**src/tciu_pkg.sv**
```systemverilog
// package: register map, field layout, modes and states of the timer channel
package tciu_pkg;
	// bus geometry and prescaler counter width
	localparam int ADDR_W = 8;
	localparam int PRE_CNT_W = 15;

	// register byte offsets
	localparam logic [7:0] OFF_PRESCALE = 8'h00;
	localparam logic [7:0] OFF_MODE = 8'h04;
	localparam logic [7:0] OFF_CMP = 8'h08;
	localparam logic [7:0] OFF_LEVEL = 8'h0c;
	localparam logic [7:0] OFF_OE = 8'h10;
	localparam logic [7:0] OFF_IRQ_FLAG = 8'h14;
	localparam logic [7:0] OFF_IRQ_MASK = 8'h18;
	localparam logic [7:0] OFF_START = 8'h1c;
	localparam logic [7:0] OFF_STATUS = 8'h20;
	localparam logic [7:0] OFF_COUNTER = 8'h24;
	localparam logic [7:0] OFF_SUPPLY = 8'h28;
	localparam logic [7:0] OFF_STOP = 8'h2c;

	// writable bits and values after reset
	localparam logic [15:0] PRESCALE_WMASK = 16'h33ff;
	localparam logic [15:0] MODE_WMASK = 16'hd7cf;
	localparam logic [15:0] PRESCALE_RST = 16'h0000;
	localparam logic [15:0] MODE_RST = 16'h0000;
	localparam logic [15:0] CMP_RST = 16'h0000;
	localparam logic [15:0] COUNTER_RST = 16'h0000;
	localparam logic [3:0] LEVEL_RST = 4'h0;
	localparam logic [3:0] OE_RST = 4'h0;
	localparam logic IRQ_FLAG_RST = 1'b0;
	localparam logic IRQ_MASK_RST = 1'b1;
	localparam logic SUPPLY_RST = 1'b0;

	// field positions
	localparam int DIV_A_LSB = 0;
	localparam int DIV_B_LSB = 4;
	localparam int DIV_C_LSB = 8;
	localparam int DIV_D_LSB = 12;
	localparam int CLK_PICK_LSB = 14;
	localparam int COUNT_SRC_BIT = 12;
	localparam int EDGE_PICK_LSB = 6;
	localparam int MODE_LSB = 0;
	localparam int IRQ_BIT = 4;
	localparam int CH_BIT = 0;
	localparam int SUPPLY_BIT = 0;

	// bus answers
	localparam logic [1:0] RESP_OKAY = 2'b00;
	localparam logic [1:0] RESP_SLVERR = 2'b10;

	typedef enum logic [2:0] {
		MODE_INTERVAL,
		MODE_CAPTURE,
		MODE_EVENT,
		MODE_ONECOUNT,
		MODE_CAPONE,
		MODE_BAD
	} tciu_mode_type;

	typedef enum logic [1:0] {
		ST_IDLE,
		ST_ARMED,
		ST_COUNT
	} tciu_state_type;

	// mode code to mode; low bit matters only where it is fixed
	function automatic tciu_mode_type decode_mode(input logic [3:0] md);
		if (md[3:1] == 3'b000) begin
			decode_mode = MODE_INTERVAL;
		end else if (md[3:1] == 3'b010) begin
			decode_mode = MODE_CAPTURE;
		end else if (md == 4'b0110) begin
			decode_mode = MODE_EVENT;
		end else if (md[3:1] == 3'b100) begin
			decode_mode = MODE_ONECOUNT;
		end else if (md == 4'b1100) begin
			decode_mode = MODE_CAPONE;
		end else begin
			decode_mode = MODE_BAD;
		end
	endfunction

	// word address, byte lanes dropped
	function automatic logic [7:0] word_addr(input logic [7:0] a);
		word_addr = {a[7:2], 2'b00};
	endfunction

	function automatic logic addr_mapped(input logic [7:0] w);
		addr_mapped = (w <= OFF_STOP);
	endfunction

	// merge the two low byte lanes of a write into a 16-bit register
	function automatic logic [15:0] apply_strb(input logic [15:0] old,
		input logic [31:0] wd, input logic [3:0] strb);
		apply_strb = {strb[1] ? wd[15:8] : old[15:8], strb[0] ? wd[7:0] : old[7:0]};
	endfunction
endpackage

```
**src/tciu_channel.sv**
```systemverilog
// timer channel with prescaler, modes, output bank and axi4-lite registers
`timescale 1ns/1ps
module tciu_channel (
	// clock and reset
	input wire logic aclk,
	input wire logic aresetn,
	// axi4-lite write address
	input wire logic [tciu_pkg::ADDR_W-1:0] awaddr,
	input wire logic awvalid,
	output logic awready,
	// axi4-lite write data
	input wire logic [31:0] wdata,
	input wire logic [3:0] wstrb,
	input wire logic wvalid,
	output logic wready,
	// axi4-lite write response
	output logic [1:0] bresp,
	output logic bvalid,
	input wire logic bready,
	// axi4-lite read address
	input wire logic [tciu_pkg::ADDR_W-1:0] araddr,
	input wire logic arvalid,
	output logic arready,
	// axi4-lite read data
	output logic [31:0] rdata,
	output logic [1:0] rresp,
	output logic rvalid,
	input wire logic rready,
	// timer pins
	input wire logic timer_input_pin,
	output logic [3:0] timer_output_pin,
	// interrupt
	output logic channel_timer_interrupt
);
	import tciu_pkg::*;

	// bus state
	logic aw_held_ff, w_held_ff, bvalid_ff, rvalid_ff;
	logic [ADDR_W-1:0] waddr_ff;
	logic [31:0] wdata_ff, rdata_ff;
	logic [3:0] wstrb_ff;
	logic [1:0] bresp_ff, rresp_ff;

	// registers
	logic [15:0] prescale_ff, mode_ff, cmp_ff;
	logic [3:0] level_ff, oe_ff;
	logic irq_flag_ff, irq_mask_ff, enabled_ff, supply_ff;

	// counter engine, pin synchroniser and its edge memory
	tciu_state_type state_ff, nxt_state;
	logic [15:0] counter_ff, nxt_counter;
	logic timer_evt, cap_evt, pin_s1_ff, pin_s2_ff, pin_prev_ff;

	// decoded wires
	logic wr_fire, wr_ok, rd_ok, start_req, stop_req, flag_clr;
	logic sel_prescale, sel_mode, sel_cmp, sel_level, sel_oe, sel_flag, sel_mask, sel_supply;
	logic [7:0] wr_word, rd_word;
	logic [15:0] level_wr, oe_wr;
	logic [3:0] nxt_level;
	logic [31:0] rd_value;
	tciu_mode_type mode;
	logic mode_low, count_up, start_irq, restart_ok;
	logic tick_a, tick_b, tick_c, tick_d, op_tick, cnt_tick;
	logic pin_rise, pin_fall, pin_edge;
	logic [1:0] clock_pick, edge_pick;

	// handshake readies: one item of each kind held at a time
	assign awready = !aw_held_ff;
	assign wready = !w_held_ff;
	assign arready = !rvalid_ff;
	assign bvalid = bvalid_ff;
	assign bresp = bresp_ff;
	assign rvalid = rvalid_ff;
	assign rdata = rdata_ff;
	assign rresp = rresp_ff;

	// write address and data are latched in either order
	always_ff @(posedge aclk) begin
		if (!aresetn) begin
			aw_held_ff <= 1'b0;
			waddr_ff <= '0;
		end else if (wr_fire) begin
			aw_held_ff <= 1'b0;
		end else if (awvalid && !aw_held_ff) begin
			aw_held_ff <= 1'b1;
			waddr_ff <= awaddr;
		end
	end

	always_ff @(posedge aclk) begin
		if (!aresetn) begin
			w_held_ff <= 1'b0;
			wdata_ff <= 32'h0000_0000;
			wstrb_ff <= 4'h0;
		end else if (wr_fire) begin
			w_held_ff <= 1'b0;
		end else if (wvalid && !w_held_ff) begin
			w_held_ff <= 1'b1;
			wdata_ff <= wdata;
			wstrb_ff <= wstrb;
		end
	end

	// the write is done once both halves are in and no response waits
	assign wr_fire = aw_held_ff && w_held_ff && !bvalid_ff;
	assign wr_word = word_addr(waddr_ff);
	assign wr_ok = addr_mapped(wr_word);

	always_ff @(posedge aclk) begin
		if (!aresetn) begin
			bvalid_ff <= 1'b0;
			bresp_ff <= RESP_OKAY;
		end else if (wr_fire) begin
			bvalid_ff <= 1'b1;
			bresp_ff <= wr_ok ? RESP_OKAY : RESP_SLVERR;
		end else if (bready) begin
			bvalid_ff <= 1'b0;
		end
	end

	// write selects
	assign sel_prescale = wr_fire && (wr_word == OFF_PRESCALE);
	assign sel_mode = wr_fire && (wr_word == OFF_MODE);
	assign sel_cmp = wr_fire && (wr_word == OFF_CMP);
	assign sel_level = wr_fire && (wr_word == OFF_LEVEL);
	assign sel_oe = wr_fire && (wr_word == OFF_OE);
	assign sel_flag = wr_fire && (wr_word == OFF_IRQ_FLAG) && wstrb_ff[0];
	assign sel_mask = wr_fire && (wr_word == OFF_IRQ_MASK) && wstrb_ff[0];
	assign sel_supply = wr_fire && (wr_word == OFF_SUPPLY) && wstrb_ff[0];
	assign start_req = wr_fire && (wr_word == OFF_START) && wstrb_ff[0]
		&& wdata_ff[CH_BIT];
	assign stop_req = wr_fire && (wr_word == OFF_STOP) && wstrb_ff[0] && wdata_ff[CH_BIT];
	assign flag_clr = sel_flag && wdata_ff[IRQ_BIT];

	// read decode; unmapped words answer zero with slverr
	assign rd_word = word_addr(araddr);
	always_comb begin
		rd_value = 32'h0000_0000;
		rd_ok = addr_mapped(rd_word);
		if (rd_word == OFF_PRESCALE) begin
			rd_value[15:0] = prescale_ff;
		end else if (rd_word == OFF_MODE) begin
			rd_value[15:0] = mode_ff;
		end else if (rd_word == OFF_CMP) begin
			rd_value[15:0] = cmp_ff;
		end else if (rd_word == OFF_LEVEL) begin
			rd_value[3:0] = level_ff;
		end else if (rd_word == OFF_OE) begin
			rd_value[3:0] = oe_ff;
		end else if (rd_word == OFF_IRQ_FLAG) begin
			rd_value[IRQ_BIT] = irq_flag_ff;
		end else if (rd_word == OFF_IRQ_MASK) begin
			rd_value[IRQ_BIT] = irq_mask_ff;
		end else if (rd_word == OFF_STATUS) begin
			rd_value[CH_BIT] = enabled_ff;
		end else if (rd_word == OFF_COUNTER) begin
			rd_value[15:0] = counter_ff;
		end else if (rd_word == OFF_SUPPLY) begin
			rd_value[SUPPLY_BIT] = supply_ff;
		end
	end

	always_ff @(posedge aclk) begin
		if (!aresetn) begin
			rvalid_ff <= 1'b0;
			rdata_ff <= 32'h0000_0000;
			rresp_ff <= RESP_OKAY;
		end else if (arvalid && !rvalid_ff) begin
			rvalid_ff <= 1'b1;
			rdata_ff <= rd_value;
			rresp_ff <= rd_ok ? RESP_OKAY : RESP_SLVERR;
		end else if (rready) begin
			rvalid_ff <= 1'b0;
		end
	end

	// configuration registers; reserved bits stay zero
	always_ff @(posedge aclk) begin
		if (!aresetn) begin
			prescale_ff <= PRESCALE_RST;
			mode_ff <= MODE_RST;
			supply_ff <= SUPPLY_RST;
			oe_ff <= OE_RST;
			level_ff <= LEVEL_RST;
		end else begin
			level_ff <= nxt_level;
			if (sel_prescale) begin
				prescale_ff <= apply_strb(prescale_ff, wdata_ff, wstrb_ff) & PRESCALE_WMASK;
			end
			if (sel_mode) begin
				mode_ff <= apply_strb(mode_ff, wdata_ff, wstrb_ff) & MODE_WMASK;
			end
			if (sel_supply) begin
				supply_ff <= wdata_ff[SUPPLY_BIT];
			end
			if (sel_oe) begin
				oe_ff <= oe_wr[3:0];
			end
		end
	end

	// compare value; a capture overrides a software write in the same cycle
	always_ff @(posedge aclk) begin
		if (!aresetn) begin
			cmp_ff <= CMP_RST;
		end else if (cap_evt) begin
			cmp_ff <= counter_ff;
		end else if (sel_cmp) begin
			cmp_ff <= apply_strb(cmp_ff, wdata_ff, wstrb_ff);
		end
	end

	// output bank: software cannot write enabled bits, the timer toggles only bit 0 when it is enabled, the rest belong to software
	assign level_wr = apply_strb({12'h000, level_ff}, wdata_ff, wstrb_ff);
	assign oe_wr = apply_strb({12'h000, oe_ff}, wdata_ff, wstrb_ff);
	assign nxt_level = (sel_level ? ((level_wr[3:0] & ~oe_ff) | (level_ff & oe_ff))
		: level_ff) ^ {3'b000, timer_evt && oe_ff[CH_BIT]};

	assign timer_output_pin = level_ff;

	// interrupt flag (event beats clear) and enabled status (start beats stop)
	always_ff @(posedge aclk) begin
		if (!aresetn) begin
			irq_flag_ff <= IRQ_FLAG_RST;
			irq_mask_ff <= IRQ_MASK_RST;
			enabled_ff <= 1'b0;
		end else begin
			irq_flag_ff <= timer_evt || (irq_flag_ff && !flag_clr);
			enabled_ff <= start_req || (enabled_ff && !stop_req);
			if (sel_mask) begin
				irq_mask_ff <= wdata_ff[IRQ_BIT];
			end
		end
	end

	assign channel_timer_interrupt = irq_flag_ff && !irq_mask_ff;

	// prescaler runs only while the unit clock supply is on
	tciu_prescaler u_prescaler (
		.aclk(aclk),
		.aresetn(aresetn),
		.run(supply_ff),
		.div_a(prescale_ff[DIV_A_LSB +: 4]),
		.div_b(prescale_ff[DIV_B_LSB +: 4]),
		.div_c(prescale_ff[DIV_C_LSB +: 2]),
		.div_d(prescale_ff[DIV_D_LSB +: 2]),
		.tick_a(tick_a),
		.tick_b(tick_b),
		.tick_c(tick_c),
		.tick_d(tick_d)
	);

	// two flops before any logic looks at the pin
	always_ff @(posedge aclk) begin
		if (!aresetn) begin
			pin_s1_ff <= 1'b0;
			pin_s2_ff <= 1'b0;
			pin_prev_ff <= 1'b0;
		end else begin
			pin_s1_ff <= timer_input_pin;
			pin_s2_ff <= pin_s1_ff;
			pin_prev_ff <= pin_s2_ff;
		end
	end

	// valid edge: 00 falling, 01 rising, else both
	assign edge_pick = mode_ff[EDGE_PICK_LSB +: 2];
	assign pin_rise = pin_s2_ff && !pin_prev_ff;
	assign pin_fall = !pin_s2_ff && pin_prev_ff;
	assign pin_edge = supply_ff && ((edge_pick == 2'b00) ? pin_fall
		: (edge_pick == 2'b01) ? pin_rise : (pin_rise || pin_fall));

	// note the crossed middle codes of the clock pick
	assign clock_pick = mode_ff[CLK_PICK_LSB +: 2];
	assign op_tick = (clock_pick == 2'b00) ? tick_a
		: (clock_pick == 2'b01) ? tick_c
		: (clock_pick == 2'b10) ? tick_b : tick_d;
	assign cnt_tick = mode_ff[COUNT_SRC_BIT] ? pin_edge : op_tick;

	// mode decoding and its per-mode options
	assign mode = decode_mode(mode_ff[MODE_LSB +: 4]);
	assign mode_low = mode_ff[MODE_LSB];
	assign count_up = (mode == MODE_CAPTURE) || (mode == MODE_CAPONE);
	assign start_irq = ((mode == MODE_INTERVAL) || (mode == MODE_CAPTURE))
		&& mode_low;
	assign restart_ok = (mode == MODE_INTERVAL) || (mode == MODE_CAPTURE)
		|| (mode == MODE_EVENT) || ((mode == MODE_ONECOUNT) && mode_low);

	// counter engine: armed waits for the first count tick, then counts
	always_comb begin
		nxt_state = state_ff;
		nxt_counter = counter_ff;
		timer_evt = 1'b0;
		cap_evt = 1'b0;
		if ((stop_req && !start_req) || (mode == MODE_BAD)) begin
			nxt_state = ST_IDLE;
		end else begin
			case (state_ff)
				ST_IDLE: begin
					if (start_req) begin
						nxt_state = ST_ARMED;
					end
				end
				ST_ARMED: begin
					if (cnt_tick) begin
						nxt_state = ST_COUNT;
						nxt_counter = count_up ? COUNTER_RST : cmp_ff;
						timer_evt = start_irq;
					end
				end
				ST_COUNT: begin
					if (start_req && restart_ok) begin
						nxt_state = ST_ARMED;
					end else if (count_up && pin_edge) begin
						cap_evt = 1'b1;
						timer_evt = 1'b1;
						nxt_counter = COUNTER_RST;
						if (mode == MODE_CAPONE) begin
							nxt_state = ST_IDLE;
						end
					end else if (cnt_tick && count_up) begin
						nxt_counter = counter_ff + 16'h0001;
					end else if (cnt_tick && (counter_ff == 16'h0000)) begin
						timer_evt = 1'b1;
						nxt_counter = cmp_ff;
						if (mode == MODE_ONECOUNT) begin
							nxt_state = ST_IDLE;
						end
					end else if (cnt_tick) begin
						nxt_counter = counter_ff - 16'h0001;
					end
				end
				default: begin
					nxt_state = ST_IDLE;
				end
			endcase
		end
	end

	always_ff @(posedge aclk) begin
		if (!aresetn) begin
			state_ff <= ST_IDLE;
			counter_ff <= COUNTER_RST;
		end else begin
			state_ff <= nxt_state;
			counter_ff <= nxt_counter;
		end
	end
endmodule

```
**src/tciu_prescaler.sv**
```systemverilog
// shared prescaler: four divide-by-power-of-two tick strobes
`timescale 1ns/1ps
module tciu_prescaler (
	// clock and reset
	input wire logic aclk,
	input wire logic aresetn,
	// supply gate and divider fields
	input wire logic run,
	input wire logic [3:0] div_a,
	input wire logic [3:0] div_b,
	input wire logic [1:0] div_c,
	input wire logic [1:0] div_d,
	// one-cycle tick strobes
	output logic tick_a,
	output logic tick_b,
	output logic tick_c,
	output logic tick_d
);
	import tciu_pkg::*;

	logic [PRE_CNT_W-1:0] count_ff;

	// low n bits all ones: once every 2**n cycles, every cycle for n = 0
	function automatic logic at_rollover(input logic [PRE_CNT_W-1:0] cnt,
		input logic [3:0] n);
		logic [PRE_CNT_W-1:0] mask;
		mask = (PRE_CNT_W'(1) << n) - PRE_CNT_W'(1);
		at_rollover = &(cnt | ~mask);
	endfunction

	// free-running divider; frozen while the supply is off
	always_ff @(posedge aclk) begin
		if (!aresetn) begin
			count_ff <= '0;
		end else if (run) begin
			count_ff <= count_ff + PRE_CNT_W'(1);
		end
	end

	// ticks share one counter so all four stay phase aligned
	assign tick_a = run && at_rollover(count_ff, div_a);
	assign tick_b = run && at_rollover(count_ff, div_b);
	assign tick_c = run && at_rollover(count_ff, {2'b00, div_c});
	assign tick_d = run && at_rollover(count_ff, {2'b00, div_d});
endmodule

```
**config.mk**
```make
export PLATFORM = sky130hd
export DESIGN_NAME = tciu_channel
export DESIGN_NICKNAME = d
export VERILOG_FILES = /design/src/tciu_pkg.sv /design/src/tciu_channel.sv /design/src/tciu_prescaler.sv
export SDC_FILE = /design/constraint.sdc
export NUM_CORES = 1
export LEC_CHECK = 0
export BUFFER_PORTS_ARGS = -buffer_cell sky130_fd_sc_hd__buf_4
export CAP_MARGIN = 20
export CORE_MARGIN = 1
export CORE_UTILIZATION = 50
export CTS_BUF_LIST = sky130_fd_sc_hd__clkbuf_2
export DETAILED_ROUTE_END_ITERATION = 8
export HOLD_SLACK_MARGIN = 0.15
export PLACE_DENSITY = 0.71
export SYNTH_ARGS = -nofsm -noshare
export SYNTH_HDL_FRONTEND = slang
export SYNTH_SLANG_ARGS = --single-unit
```
**constraint.sdc**
```tcl
create_clock -name aclk -period 3.9 [get_ports aclk]
set_clock_uncertainty 0.15 [all_clocks]
set_input_delay 0.78 -clock aclk [delete_from_list [all_inputs] [get_ports aclk]]
set_output_delay 0.78 -clock aclk [all_outputs]
set_load 0.02 [all_outputs]
```
Yosys cells after proc, flatten, opt, wreduce, memory -nomap -nowiden:

Cells that the tools add are included.

* register bits after elaboration: 138
* output and inout port bits: 46

* add/sub/neg operators: 7
* magnitude comparators: 2
* equality and inequality tests: 40
* shift operators: 4
* muxes and demuxes: 69
* bitwise operators: 16
* reductions and logical operators: 90

Operators with widths (count)
* $mux W16: 12
* $not A15 Y15: 4
* $or A15 B15 Y15: 4
* $reduce_and A15 Y1: 4
* $sub A15 B2 Y15 const B: 4
* $eq A6 B3 Y1 const B: 7
* $logic_and A1 B1 Y1: 41
* $pmux W16 S2: 1
* $eq A6 B4 Y1 const B: 5
* $mux W15: 2
* $shl A1 B2 Y15 const A: 2
* $shl A1 B4 Y15 const A: 2
* $mux W1: 26
* $eq A6 B2 Y1 const B: 4
* $mux W12: 2
* $mux W4: 6
* $mux W11: 2
* $mux W2: 10
* $reduce_and A2 Y1: 9
* $add A16 B1 Y16 const B: 1
* $le A8 B6 Y1 const B: 2
* $logic_not A16 Y1: 1
* $logic_not A8 Y1: 2
* $mux W8: 2
* 29 further kinds: 73

Longest topological paths before layout:

Gate-level depths: netlist of the first run.

* depth after elaboration: 19
* depth in mapped cells: 14

By module:

Synthesis of the first run repeated with hierarchy kept, for this count alone.

* cell total of the unflattened synthesis: 966
* area total of the unflattened synthesis: 7988.9 um^2

Modules (own cells, without submodules)
* tciu_channel: instances 1, cells each 791, area an instance 6548.8 um^2
* tciu_prescaler: instances 1, cells each 175, area an instance 1440.1 um^2

Least setup slack after synthesis of the first run:

Ideal clock, no wire load.

* kind: register -> register
* from: register prescale_ff[1]
* to: register counter_ff[9]
* library setup time: 117 ps
* arrival time: 3248 ps
* slack: 384 ps
* cell stages (with the launch flop): 14
* cells stage by stage: dfxtp_1 buf_2 nor3_1 nand2_1 ha_1 nor2_1 a2111oi_4 o221ai_1 or4_4 a31o_4 a21o_1 buf_6 a221o_1 a32o_1

* word-level cells in the longest chain between the ends: 14

Ends and longest elaborated chain
* from (decl): RTL line tciu_channel.sv:45 `logic [15:0] prescale_ff, mode_ff, cmp_ff;`
* from (signal assigned): RTL line tciu_channel.sv:188 `prescale_ff <= apply_strb(prescale_ff, wdata_ff, wstrb_ff) & PRESCALE_WMASK;`
* $shl A1 B4 Y15 *: RTL line tciu_prescaler.sv:27 `mask = (PRE_CNT_W'(1) << n) - PRE_CNT_W'(1);`
* $sub A15 B2 Y15 *: RTL line tciu_prescaler.sv:27
* $not A15 Y15 *: RTL line tciu_prescaler.sv:28 `at_rollover = &(cnt | ~mask);`
* $or A15 B15 Y15 *: RTL line tciu_prescaler.sv:28
* $reduce_and A15 Y1 *: RTL line tciu_prescaler.sv:28
* $logic_and A1 B1 Y1 *: RTL line tciu_prescaler.sv:41 `assign tick_a = run && at_rollover(count_ff, div_a);`
* $mux W1 *: RTL line tciu_channel.sv:275 `assign op_tick = (clock_pick == 2'b00) ? tick_a`
* $mux W1 *: RTL line tciu_channel.sv:278 `assign cnt_tick = mode_ff[COUNT_SRC_BIT] ? pin_edge : op_tick;`
* $logic_and A1 B1 Y1: RTL line tciu_channel.sv:323 `end else if (cnt_tick && (counter_ff == 16'h0000)) begin`
* $mux W16: RTL line tciu_channel.sv:323
* $mux W16: RTL line tciu_channel.sv:321 `end else if (cnt_tick && count_up) begin`
* $mux W16: RTL line tciu_channel.sv:314 `end else if (count_up && pin_edge) begin`
* $mux W16: RTL line tciu_channel.sv:312 `if (start_req && restart_ok) begin`
* $pmux W16 S2: RTL line tciu_channel.sv:298 `case (state_ff)`
* to (signal assigned): RTL line tciu_channel.sv:346 `counter_ff <= nxt_counter;`
* to (decl): RTL line tciu_channel.sv:51 `logic [15:0] counter_ff, nxt_counter;`

Mark *: on every way between the ends. The rest lies on a longest branch, timed or not. The select of a mux whose other input is x is not followed.
A chain may end at the register's enable or synchronous reset.

Final worst setup path of the first run:

* from: register prescale_ff[0]
* to: register counter_ff[9]

The elaborated chain is that of the path after synthesis.

==> results of run 1 <==
Yosys cell counts (11+ instances only):
cell and n:
buf_4 23, mux2i_1 47, nand3_1 41, clkbuf_1 51
a221oi_1 11, buf_2 12, nor2_1 117, nand2_1 103
nor3_1 12, nand4_1 14, xor2_1 21, xnor2_1 20
a21oi_1 68, a211oi_1 27, ha_1 12, nor2b_1 13
o21ai_0 39, dfxtp_1 134, inv_1 22, a31oi_1 12
power by group through the flow:
stage | logic [mW] | registers [mW] | clock network, mW
after floorplan | 0.142 | 1.47 | 0
after global placement | 0.228 | 1.47 | 0
after detailed placement | 0.229 | 1.47 | 0
after CTS | 0.256 | 1.44 | 0.899
after global routing | 0.281 | 1.45 | 0.965
final | 0.259 | 1.44 | 0.884
routing by layer:
metal / part of all wire, % / up-vias / track usage, %
met3: 9.3 / 50 / 6.97
li1: - / 3677 / -
met5: 0 / - / 0
met2: 45 / 431 / 47.7
met1: 44 / 3664 / 40.5
met4: 2.1 / 0 / 11.3
repair_timing:
item,in CTS,in global routing
buffers inserted,0,3
gates resized for setup,0,2
endpoints found under the hold margin,30,0
setup endpoints to repair,0,3
hold buffers,31,0
state kept, by name (all words and copies together) (netlist names), 2 cells and up, named ones only:
register              flops
cmp_ff                   16
counter_ff               16
rdata                    16
wdata_ff                 16
u_prescaler.count_ff     15
mode_ff                  12
prescale_ff              12
waddr_ff                  6
oe_ff                     4
state_ff                  2
wstrb_ff                  2
cell type report:
cell class | count | area [sq um] | area share (%)
antenna | 1 | 2.50 | 0.0274
inverter | 23 | 87.6 | 0.960
sequential | 134 | 2680 | 29.4
multi-input combinational | 746 | 4710 | 51.6
clock inverter | 14 | 159 | 1.74
timing repair buffer | 138 | 1130 | 12.3
tap | 211 | 264 | 2.89
clock buffer | 18 | 90.1 | 0.988
stage by stage:
| step | area [sq um] | hold slack, ns | cells | utilization, % |
|---|---|---|---|---|
| after floorplan | 8010 | 0.262 | 999 | - |
| after global placement | 8530 | 0.280 | 1218 | 55.5 |
| after detailed placement | 8530 | 0.279 | 1218 | 55.5 |
| after CTS | 9090 | 0.181 | 1281 | 59.2 |
| after global routing | 9120 | 0.184 | 1285 | 59.3 |
| final | 9120 | 0.214 | 1285 | 59.3 |
tightest hold or removal path, cell delays in order:
cell,delay [ns]
buf_4,0.09
o41ai_1,0.06
o21ai_0,0.08
a21oi_1,0.07
logic make-up (layout without fill, tap and decap cells):
family	after synthesis	in the layout	synth area share, %
AO/OA/AOI/OAI	254	254	23.2
other	1	19	0.0472
AND/OR/NAND/NOR	372	372	22.5
buffers and inverters	119	193	7.78
multiplexers	49	49	6.21
adder cells (fa/ha/maj)	12	12	1.89
flip-flops	134	134	33.8
XOR/XNOR	41	41	4.52
worst min path at each step:
stage | end | start | depth (start not counted)
global placement | pin_s2_ff | pin_s1_ff | 1
global route | rdata[4] | araddr[6] | 4
CTS | rdata[4] | araddr[6] | 4
finish | rdata[4] | araddr[6] | 4
detailed placement | pin_s2_ff | pin_s1_ff | 1
floorplan | pin_s2_ff | pin_s1_ff | 1
==> metrics.md, run 1 <==
| Metric | Value |
|---|---|
| Required time worst endpoint | `roughly 4.4 ns` |
| Post-synthesis register bit count | `134` |
| Slew Limit Fails | `0` |
| Total internal power | `between 1.5 and 2 mW` |
| Commonest non-fill, non-tap cells in the layout | `dfxtp_1, nor2_1, buf_4, nand2_1, a21oi_1` |
| Gpl congestion | `between 0.9 and 1` |
| Crit path max-delay family | `compound AO/OA/AOI/OAI gates` |
| Crit-path max cell delay | `~0.56 ns` |
| Vias in the first global route | `7086` |
| Final ANT Viol Nets | `0` |
| DR vias | `roughly 8000` |
| Num CTS Buffers | `17` |
| Syn. warnings | `0` |
| Core Area | `between 0.015 and 0.02 sq mm` |
| TNS Setup | `0 ns` |
| Routed vias/inst | `about 6` |
| Total clock sinks | `134` |
| Sequential element share of the synthesized area | `33.8%` |
| Unrepaired setup endpoints after global routing | `no` |
| Mapped Area | `~0.0079 sq mm` |
| Initial core utilization | `just over 50%` |
| Reg2reg start | `prescale_ff[0]` |
| Worst vdd ir | `between 300 and 400 uV` |
| Critical Path Stages | `11` |
| Total die area | `approximately 0.016 sq mm` |
| Remaining DRCs | `0` |
| Initial antenna violation count | `1` |
| Sw Ratio | `between 20% and 30%` |
| Post-synth EDFFs | `0` |
| Reg-to-Reg End | `counter_ff[9]` |
| Clock share of power | `around a third` |
| Pin count of the biggest net entering global routing | `53` |
| Status | `completed` |
| Reg2Reg Setup Slack | `between 0.2 and 0.25 ns` |
| Worst Setup SP | `prescale_ff[0]` |
| IO Pins | `106` |
| Critical Path End Type | `flop` |
| CP Class | `reg -> reg` |
| Most common cell after layout, fill and taps aside | `dfxtp_1` |
| CTS tree | `done` |
| Critical path's slowest cell | `dfxtp_1` |
| Async SR Flop Fraction | `0%` |
| Fin nets | `roughly 1100` |
| Clk Latency, worst-skew pair | `around 0.74 ns` |
| R2R depth | `11` |
| CTS Root Cell | `clkbuf_2` |
| Worst EP arrival | `roughly 4.2 ns` |
| Top post-synthesis cells by area | `dfxtp_1, mux2i_1, nor2_1` |
| Synth top area share | `about 34%` |
| Total GRT Usage | `a little under a third` |
| Slew @ Worst Pin | `about 1.1 ns` |
| Pleak | `3.41 nW` |
| Mapped Cells | `982` |
| Cell Chain, Critical Path | `clkinv_1, nand2_1, ha_1, or3_1, a211oi_1, o41a_1, or4_4, a31o_4, a21o_1, a221o_1, a32o_1` |
| H-tree depth | `4` |
| First-pass GRT wire length | `approximately 38 mm` |
| DR iter-0 viols | `between 900 and 1000` |
| Total power | `2.58 mW` |
| Iteration count of the initial detailed-routing pass | `6` |
| Clk buf depth | `2` |
| Hold crit path type | `in -> reg` |
| Fill cells | `about 1400` |
| Port buffer count | `between 60 and 70` |
| WL final | `around 24 mm` |
| Layout cell share with drive strength beyond 1 | `roughly 16%` |
| Slew headroom | `between 20% and 30%` |
| Final worst setup slack | `0.245 ns` |
| WL/cell | `approximately 19 microns` |
| Grt total ovfl | `0` |
| Combinational share of power | `between 10% and 20%` |
| Clock slew at reported path FFs | `between 0.2 and 0.25 ns` |
| Worst Path Max Fanout | `9` |
| Tcrit/Tclk final | `93.7%` |
| Highest Clock Rate | `0.274 GHz` |
| Worst Path Buf+Inv | `1` |
| Synthesized area per cell | `between 8 and 9 sq um` |
| Die Wd | `between 100 and 150 microns` |
| Setup crit end | `counter_ff[9]` |
| Final period demand of the worst path | `3.65 ns` |
| Num rows | `between 40 and 50` |
| Sequential power share | `about 56%` |
| Cell taking the most area after synthesis | `dfxtp_1` |
| Dpl ws | `around 0.29 ns` |
| Die height | `128 microns` |
| Final Hold Fails | `0` |
| Ys flop type | `dfxtp_1` |
| Post-detail-place hpwl | `between 15 and 20 mm` |
| CP Launch Type | `flop` |
| Power Density | `between 200 and 300 mW/mm^2` |
| Area delta synth->final | `14.8%` |
| Final Setup Violations | `0` |
| Maxcap violations | `0` |
| Yosys cell types | `90` |
| Sw power | `around 720 uW` |
No activity file was read; power rests on OpenSTA's default activity.
==> inputs of run 2 (changes only) <==
Settings changed: BUFFER_PORTS_ARGS -buffer_cell sky130_fd_sc_hd__buf_4 to -buffer_cell sky130_fd_sc_hd__buf_2.
==> metrics.md, run 2 (same netlist as run 1, synthesis figures left out) <==
| Metric | Value |
|---|---|
| Status | `completed` |
| Cell Chain, Critical Path | `clkinv_1, nand2_1, ha_1, or3_1, a211oi_1, o41a_1, or4_4, a31o_4, a21oi_4, buf_4, a221oi_1, o31ai_1` |
| DR vias | `7801 (-0.27%)` |
| Slew @ Worst Pin | `0.916 ns (-0.166 ns)` |
| Placed Instances | `1219 (+0.082%)` |
| Commonest non-fill, non-tap cells in the layout | `dfxtp_1, nor2_1, nand2_1, a21oi_1, buf_2` |
| Clock slew at reported path FFs | `0.19 ns (-0.02 ns)` |
| Die Wd | `128 microns (unchanged)` |
| Pin count of the biggest net entering global routing | `61 (+15%)` |
| Worst EP arrival | `4.18 ns (about the same)` |
| Slew Limit Fails | `0 (unchanged)` |
| Gpl congestion | `0.968 (+1.5%)` |
| Critical Path End Type | `flop` |
| Remaining DRCs | `0 (unchanged)` |
| Worst Path Max Fanout | `11 (+2)` |
| Port buffer count | `65 (unchanged)` |
| Power Density | `294 mW/mm^2 (+3.8%)` |
| Total die area | `0.0164 sq mm (unchanged)` |
| Final Setup Violations | `0 (unchanged)` |
| Cell area after layout | `0.00895 sq mm (-1.8%)` |
| WL final | `23.9 mm (-0.71%)` |
| Pleak | `3.38 nW (-0.86%)` |
| Required time worst endpoint | `4.40 ns (-0.02 ns)` |
| Unrepaired setup endpoints after global routing | `no` |
| Maxcap violations | `0 (unchanged)` |
| H-tree depth | `4 (unchanged)` |
| DR iter-0 viols | `852 (-11%)` |
| Fin nets | `1130 (-0.18%)` |
| IO Pins | `106 (unchanged)` |
| Most common cell after layout, fill and taps aside | `dfxtp_1` |
| Post-detail-place hpwl | `16.9 mm (+1.2%)` |
| Fill cells | `1450 (+2.0%)` |
| TNS Setup | `0 ns (unchanged)` |
| Area after DPL | `0.00837 sq mm (-2.0%)` |
| WL/cell | `18.6 microns (-0.56%)` |
| Hold crit path type | `in -> reg` |
| Tcrit/Tclk final | `94.4% (+0.73 points)` |
| Total clock sinks | `134 (unchanged)` |
| Initial antenna violation count | `1 (unchanged)` |
| Core Area | `0.0154 sq mm (unchanged)` |
| CP Launch Type | `flop` |
| Iteration count of the initial detailed-routing pass | `5 (-1)` |
| Final ANT Viol Nets | `0 (unchanged)` |
| Die height | `128 microns (unchanged)` |
| Worst hold slack | `0.237 ns (+0.0233 ns)` |
| Total internal power | `1.91 mW (+2.5%)` |
| Vias in the first global route | `7166 (+1.1%)` |
| Crit-path max cell delay | `0.57 ns (about the same)` |
| Final Hold Fails | `0 (unchanged)` |
| Sequential power share | `54.7% (-1.1 points)` |
| Critical path's slowest cell | `dfxtp_1` |
| Slew headroom | `38.7% (+11 points)` |
| Highest Clock Rate | `0.272 GHz (-0.77%)` |
| Clock share of power | `36.4% (+2.2 points)` |
| CTS tree | `done` |
| Area delta synth->final | `12.7%` |
| Total GRT Usage | `30.1% (-0.21 points)` |
| CP Class | `reg -> reg` |
| Sw Ratio | `27.4% (-0.41 points)` |
| Sw power | `721 uW (+0.40%)` |
| Post-Layout Cell Count | `1283 (-0.16%)` |
| # Post-CTS Setup Buffers | `0 (unchanged)` |
| Combinational share of power | `9.0% (-1.0 points)` |
| Num CTS Buffers | `17 (unchanged)` |
| Routed vias/inst | `6.08 (-0.11%)` |
| Clk buf depth | `2 (unchanged)` |
| Final period demand of the worst path | `3.68 ns (+0.0283 ns)` |
| Grt total ovfl | `0 (unchanged)` |
| Num rows | `45 (unchanged)` |
| Clk Latency, worst-skew pair | `0.74 ns (about the same)` |
| Initial core utilization | `51.7% (unchanged)` |
| Worst vdd ir | `260 uV (-29%)` |
| CTS Root Cell | `clkbuf_2` |
| Post-layout util | `58.3% (-1.1 points)` |
| First-pass GRT wire length | `38.2 mm (+0.40%)` |
| Layout cell share with drive strength beyond 1 | `15.6% (-0.064 points)` |
-- run 2: stage by stage --
step,power [mW],worst slack [ns]
after floorplan,1.61,0.384
after global placement,1.67,0.260
after detailed placement,1.67,0.217
after CTS,2.64,0.237
after global routing,2.73,0.0257
final,2.63,0.217
-- run 2: area by class of cell --
cell class / count / area (sq um) / area share, %
Timing Repair Buffer: 136 / 936 / 10.5
Sequential cell: 134 / 2680 / 30.0
Clock buffer: 18 / 90.1 / 1.01
Antenna cell: 1 / 2.50 / 0.0279
Multi-Input combinational cell: 746 / 4710 / 52.6
Tap cell: 211 / 264 / 2.95
Clock inverter: 14 / 181 / 2.03
Inverter: 23 / 87.6 / 0.978
-- run 2: metal layers --
layer  global-route usage [%]  wire length [microns]  share of wire, %
met5                        0                      0                 0
met1                     41.1                  10300                43
met3                     5.80                   2200               9.2
met4                     10.7                    658               2.8
met2                     47.3                  10700                45
-- run 2: path summary, 6_finish.rpt --
check	startpoint	endpoint	slack, ns	cells past startpoint
worst max register to register	prescale_ff[0]	counter_ff[13]	0.22	12
worst max-delay path	prescale_ff[0]	counter_ff[13]	0.22	12
worst min register to register	pin_s1_ff	pin_s2_ff	0.33	1
worst min-delay path	araddr[7]	rresp[1]	0.24	3
-- run 2: repair_timing --
item | CTS | global route
gates resized for setup | 0 | 1
hold buffers | 31 | 0
endpoints found under the hold margin | 30 | 0
setup endpoints to repair | 0 | 1
-- run 2: power groups by stage --
stage | Sequential [mW] | Clock, mW | Combinational [mW]
5_1_grt | 1.44 | 1.03 | 0.258
3_5_place_dp | 1.47 | 0 | 0.207
3_3_place_gp | 1.47 | 0 | 0.205
6_report | 1.44 | 0.958 | 0.236
4_1_cts | 1.44 | 0.966 | 0.232
2_1_floorplan | 1.47 | 0 | 0.142
-- run 2: worst max-delay path: cells and delay by family, from the launching register on --
kind	cells	cell delay, ns
adders and majority gates	1	0.32
AOI/OAI and AO/OA	6	1.41
DFF	1	0.57
buffers and inverters	2	0.41
and+or+nand+nor	3	0.74
==> inputs of run 3 (changes only) <==
--- a/config.mk
+++ b/config.mk
@@ -9,10 +9,10 @@
 export CAP_MARGIN = 20
 export CORE_MARGIN = 1
-export CORE_UTILIZATION = 50
+export CORE_UTILIZATION = 45
 export CTS_BUF_LIST = sky130_fd_sc_hd__clkbuf_2
 export DETAILED_ROUTE_END_ITERATION = 8
 export HOLD_SLACK_MARGIN = 0.15
-export PLACE_DENSITY = 0.71
 export SYNTH_ARGS = -nofsm -noshare
 export SYNTH_HDL_FRONTEND = slang
+export SYNTH_HIERARCHICAL = 1
 export SYNTH_SLANG_ARGS = --single-unit
--- a/constraint.sdc
+++ b/constraint.sdc
@@ -3,3 +3,3 @@
 set_input_delay 0.78 -clock aclk [delete_from_list [all_inputs] [get_ports aclk]]
 set_output_delay 0.78 -clock aclk [all_outputs]
-set_load 0.02 [all_outputs]
+set_load 0.1 [all_outputs]
==> metrics.md, run 3 <==
| Metric | Value |
|---|---|
| Reg2Reg Setup Slack | `0.24 ns (+0.03 ns)` |
| Total internal power | `1.78 mW (-6.8%)` |
| Top post-synthesis cells by area | `dfxtp_1, mux2i_1, nor2_1` |
| WL final | `23.0 mm (-3.7%)` |
| Sw power | `856 uW (+19%)` |
| Clk buf depth | `2 (unchanged)` |
| Vias in the first global route | `6714 (-6.3%)` |
| Worst Path Max Fanout | `10 (-1)` |
| CTS Root Cell | `clkbuf_2` |
| Sequential element share of the synthesized area | `33.6% (-0.20 points)` |
| Post-Synth Simple-Gate Area | `23.7% (+1.2 points)` |
| Clock slew at reported path FFs | `0.18 ns (about the same)` |
| Initial core utilization | `46.2% (-5.5 points)` |
| Area delta synth->final | `13.2%` |
| Main combinational cell family by area after synthesis | `simple AND/OR/NAND/NOR gates` |
| Clk Latency, worst-skew pair | `0.72 ns (-0.02 ns)` |
| Hold crit path type | `in -> reg` |
| R2R depth | `16 (+4)` |
| Post-synth top cells | `dfxtp_1, nor2_1, nand2_1` |
| Tcrit/Tclk final | `93.7% (-0.71 points)` |
| Top-count cell post-synth | `dfxtp_1` |
| Routed vias/inst | `5.70 (-6.2%)` |
| Final period demand of the worst path | `3.66 ns (-0.0276 ns)` |
| Most common cell after layout, fill and taps aside | `dfxtp_1` |
| Worst Setup SP | `prescale_ff[1]` |
| Die height | `135 microns (+5.6%)` |
| IO Pins | `106 (unchanged)` |
| Iteration count of the initial detailed-routing pass | `5 (unchanged)` |
| Highest Clock Rate | `0.274 GHz (+0.76%)` |
| Synthesized area per cell | `8.27 sq um (+2.2%)` |
| DR vias | `7363 (-5.6%)` |
| Reg-to-Reg End | `counter_ff[7]` |
| CP Launch Type | `flop` |
| Synth Area in XOR/XNOR | `3.40% (-1.1 points)` |
| Final Hold Fails | `0 (unchanged)` |
| Critical Path End Type | `flop` |
| Status | `completed` |
| H-tree depth | `4 (unchanged)` |
| Clock share of power | `30.6% (-5.8 points)` |
| Pin count of the biggest net entering global routing | `45 (-26%)` |
| Slew headroom | `38.3% (-0.40 points)` |
| Post-synth EDFFs | `0 (unchanged)` |
| Remaining DRCs | `0 (unchanged)` |
| TNS Setup | `0 ns (unchanged)` |
| Total power | `2.64 mW (+0.18%)` |
| Sequential power share | `54.6% (about the same)` |
| DR iter-0 viols | `476 (-44%)` |
| Mapped Cells | `966 (-1.6%)` |
| Post-detail-place hpwl | `16.5 mm (-2.5%)` |
| Pleak | `3.52 nW (+4.0%)` |
| Commonest non-fill, non-tap cells in the layout | `dfxtp_1, nor2_1, nand2_1, buf_2, mux2i_1` |
| Combinational share of power | `14.8% (+5.8 points)` |
| Total die area | `0.0183 sq mm (+12%)` |
| Post-synthesis mux area share | `9.08% (+2.9 points)` |
| Die Wd | `135 microns (+5.6%)` |
| CTS tree | `done` |
| Slew @ Worst Pin | `0.920 ns (+0.00433 ns)` |
| Num rows | `48 (+6.7%)` |
| WL/cell | `17.8 microns (-4.3%)` |
| Total GRT Usage | `26.1% (-4.0 points)` |
| Worst EP arrival | `4.13 ns (-0.05 ns)` |
| Final ANT Viol Nets | `0 (unchanged)` |
| Synth top area share | `33.6% (-0.20 points)` |
| Reg2reg start | `prescale_ff[1]` |
| # Post-CTS Setup Buffers | `0 (unchanged)` |
| Yosys cell types | `89 (-1.1%)` |
| Required time worst endpoint | `4.38 ns (-0.02 ns)` |
| Final Setup Violations | `0 (unchanged)` |
| Slew Limit Fails | `0 (unchanged)` |
| Ys flop type | `dfxtp_1` |
| Post-synthesis register bit count | `134 (unchanged)` |
| Port buffer count | `65 (unchanged)` |
| Gpl congestion | `0.871 (-10%)` |
| Mapped Area | `0.00799 sq mm (+0.58%)` |
| Post-Synth Adder-Cell Area | `2.19% (+0.30 points)` |
| Worst vdd ir | `324 uV (+25%)` |
| Core Area | `0.0173 sq mm (+13%)` |
| Fin nets | `1126 (-0.35%)` |
| Cell taking the most area after synthesis | `dfxtp_1` |
| Maxcap violations | `0 (unchanged)` |
| Initial antenna violation count | `1 (unchanged)` |
| Setup crit end | `counter_ff[7]` |
| Compound-cell area share of the yosys netlist | `21.0% (-2.2 points)` |
| Async SR Flop Fraction | `0% (unchanged)` |
| Power Density | `292 mW/mm^2 (-0.84%)` |
| Grt total ovfl | `0 (unchanged)` |
| Post-layout util | `52.3% (-6.0 points)` |
| Sw Ratio | `32.4% (+5.1 points)` |
| First-pass GRT wire length | `36.6 mm (-4.2%)` |
| Layout cell share with drive strength beyond 1 | `18.0% (+2.4 points)` |
| CP Class | `reg -> reg` |
| Syn. warnings | `6 (+6)` |
| Total clock sinks | `134 (unchanged)` |
| Num CTS Buffers | `17 (unchanged)` |
## run 3: cell count changes after synthesis, sizes merged, moves of 6 or more
cell,delta
nand3,-20
mux2i,+12
and2,+15
a222oi,-7
a22oi,+13
xor2,-7
and4,+6
a221oi,-10
a21oi,-14
a2111oi,-6
nor3,+10
o21ai,-9
## run 3: cell type report
class / count / area [sq um]
diodes: 1 / 2.50
clock buffers: 20 / 100
multi-input cells: 740 / 4830
repair buffers: 140 / 963
well taps: 225 / 282
flip-flops and latches: 134 / 2680
clock inverters: 12 / 111
fillers: 1703 / 8250
inverters: 19 / 72.6
## run 3: what timing repair did
action                                  4_1_cts  5_1_grt
hold buffers                                 29        1
gates cloned                                  0        0
gates resized for setup                       0        5
endpoints found under the setup margin        1       18
endpoints found under the hold margin        28        1
pin swaps                                     1        1
## run 3: power groups by stage
stage               registers, mW  clock network (mW)  logic [mW]
finish                       1.44               0.806       0.391
global route                 1.45               0.896       0.414
CTS                          1.44               0.830       0.389
detailed placement           1.47                   0       0.366
global placement             1.47                   0       0.364
floorplan                    1.55                   0       0.210
## run 3: critical path: stages, from the launching register on
cell and delay [ns]:
dfxtp_1 0.38, nor2_4 0.15, nand3b_1 0.10, ha_2 0.23
xor2_1 0.16, a2bb2oi_1 0.20, o22a_1 0.15, o311ai_1 0.10
a2111oi_2 0.39, mux2_4 0.25, o22ai_2 0.13, nor2_2 0.19
buf_4 0.16, o2111a_1 0.25, buf_4 0.21, nand2_1 0.12
o31ai_1 0.26
## run 3: how the worst min path moves through the flow
stage / startpoint / to / slack (ns) / cells after the start
after floorplan: pin_s1_ff / pin_s2_ff / 0.26 / 1
after global placement: pin_s1_ff / pin_s2_ff / 0.27 / 1
after detailed placement: pin_s1_ff / pin_s2_ff / 0.27 / 1
after CTS: wdata[11] / wdata_ff[11] / 0.16 / 3
after global routing: araddr[4] / rresp[1] / 0.16 / 3
final: araddr[4] / rresp[1] / 0.24 / 3
## run 3: cell families after synthesis
kind of cell / after synthesis
simple gates: 374
compound gates: 236
flops: 134
buf+inv: 109
mux: 67
xor+xnor: 31
fa+ha+maj: 14
other cells: 1
## run 3: per-stage QoR
step           hold WS (ns)  area, sq um  instances  setup WS (ns)
6_report              0.241         9050       1291          0.245
5_1_grt               0.157         9050       1291       -0.00284
4_1_cts               0.161         9020       1289         0.0104
3_5_place_dp          0.273         8510       1228         0.0745
3_3_place_gp          0.266         8510       1228          0.114
2_1_floorplan         0.262         8050        983          0.139
## run 3: per-layer routing
metal | global-route usage (%) | wire length (microns) | vias to the layer above
li1 | - | - | 3644
met3 | 4.71 | 1140 | 30
met2 | 41.3 | 10500 | 212
met5 | 0 | 0 | -
met1 | 35.8 | 11000 | 3477
met4 | 8.36 | 465 | 0
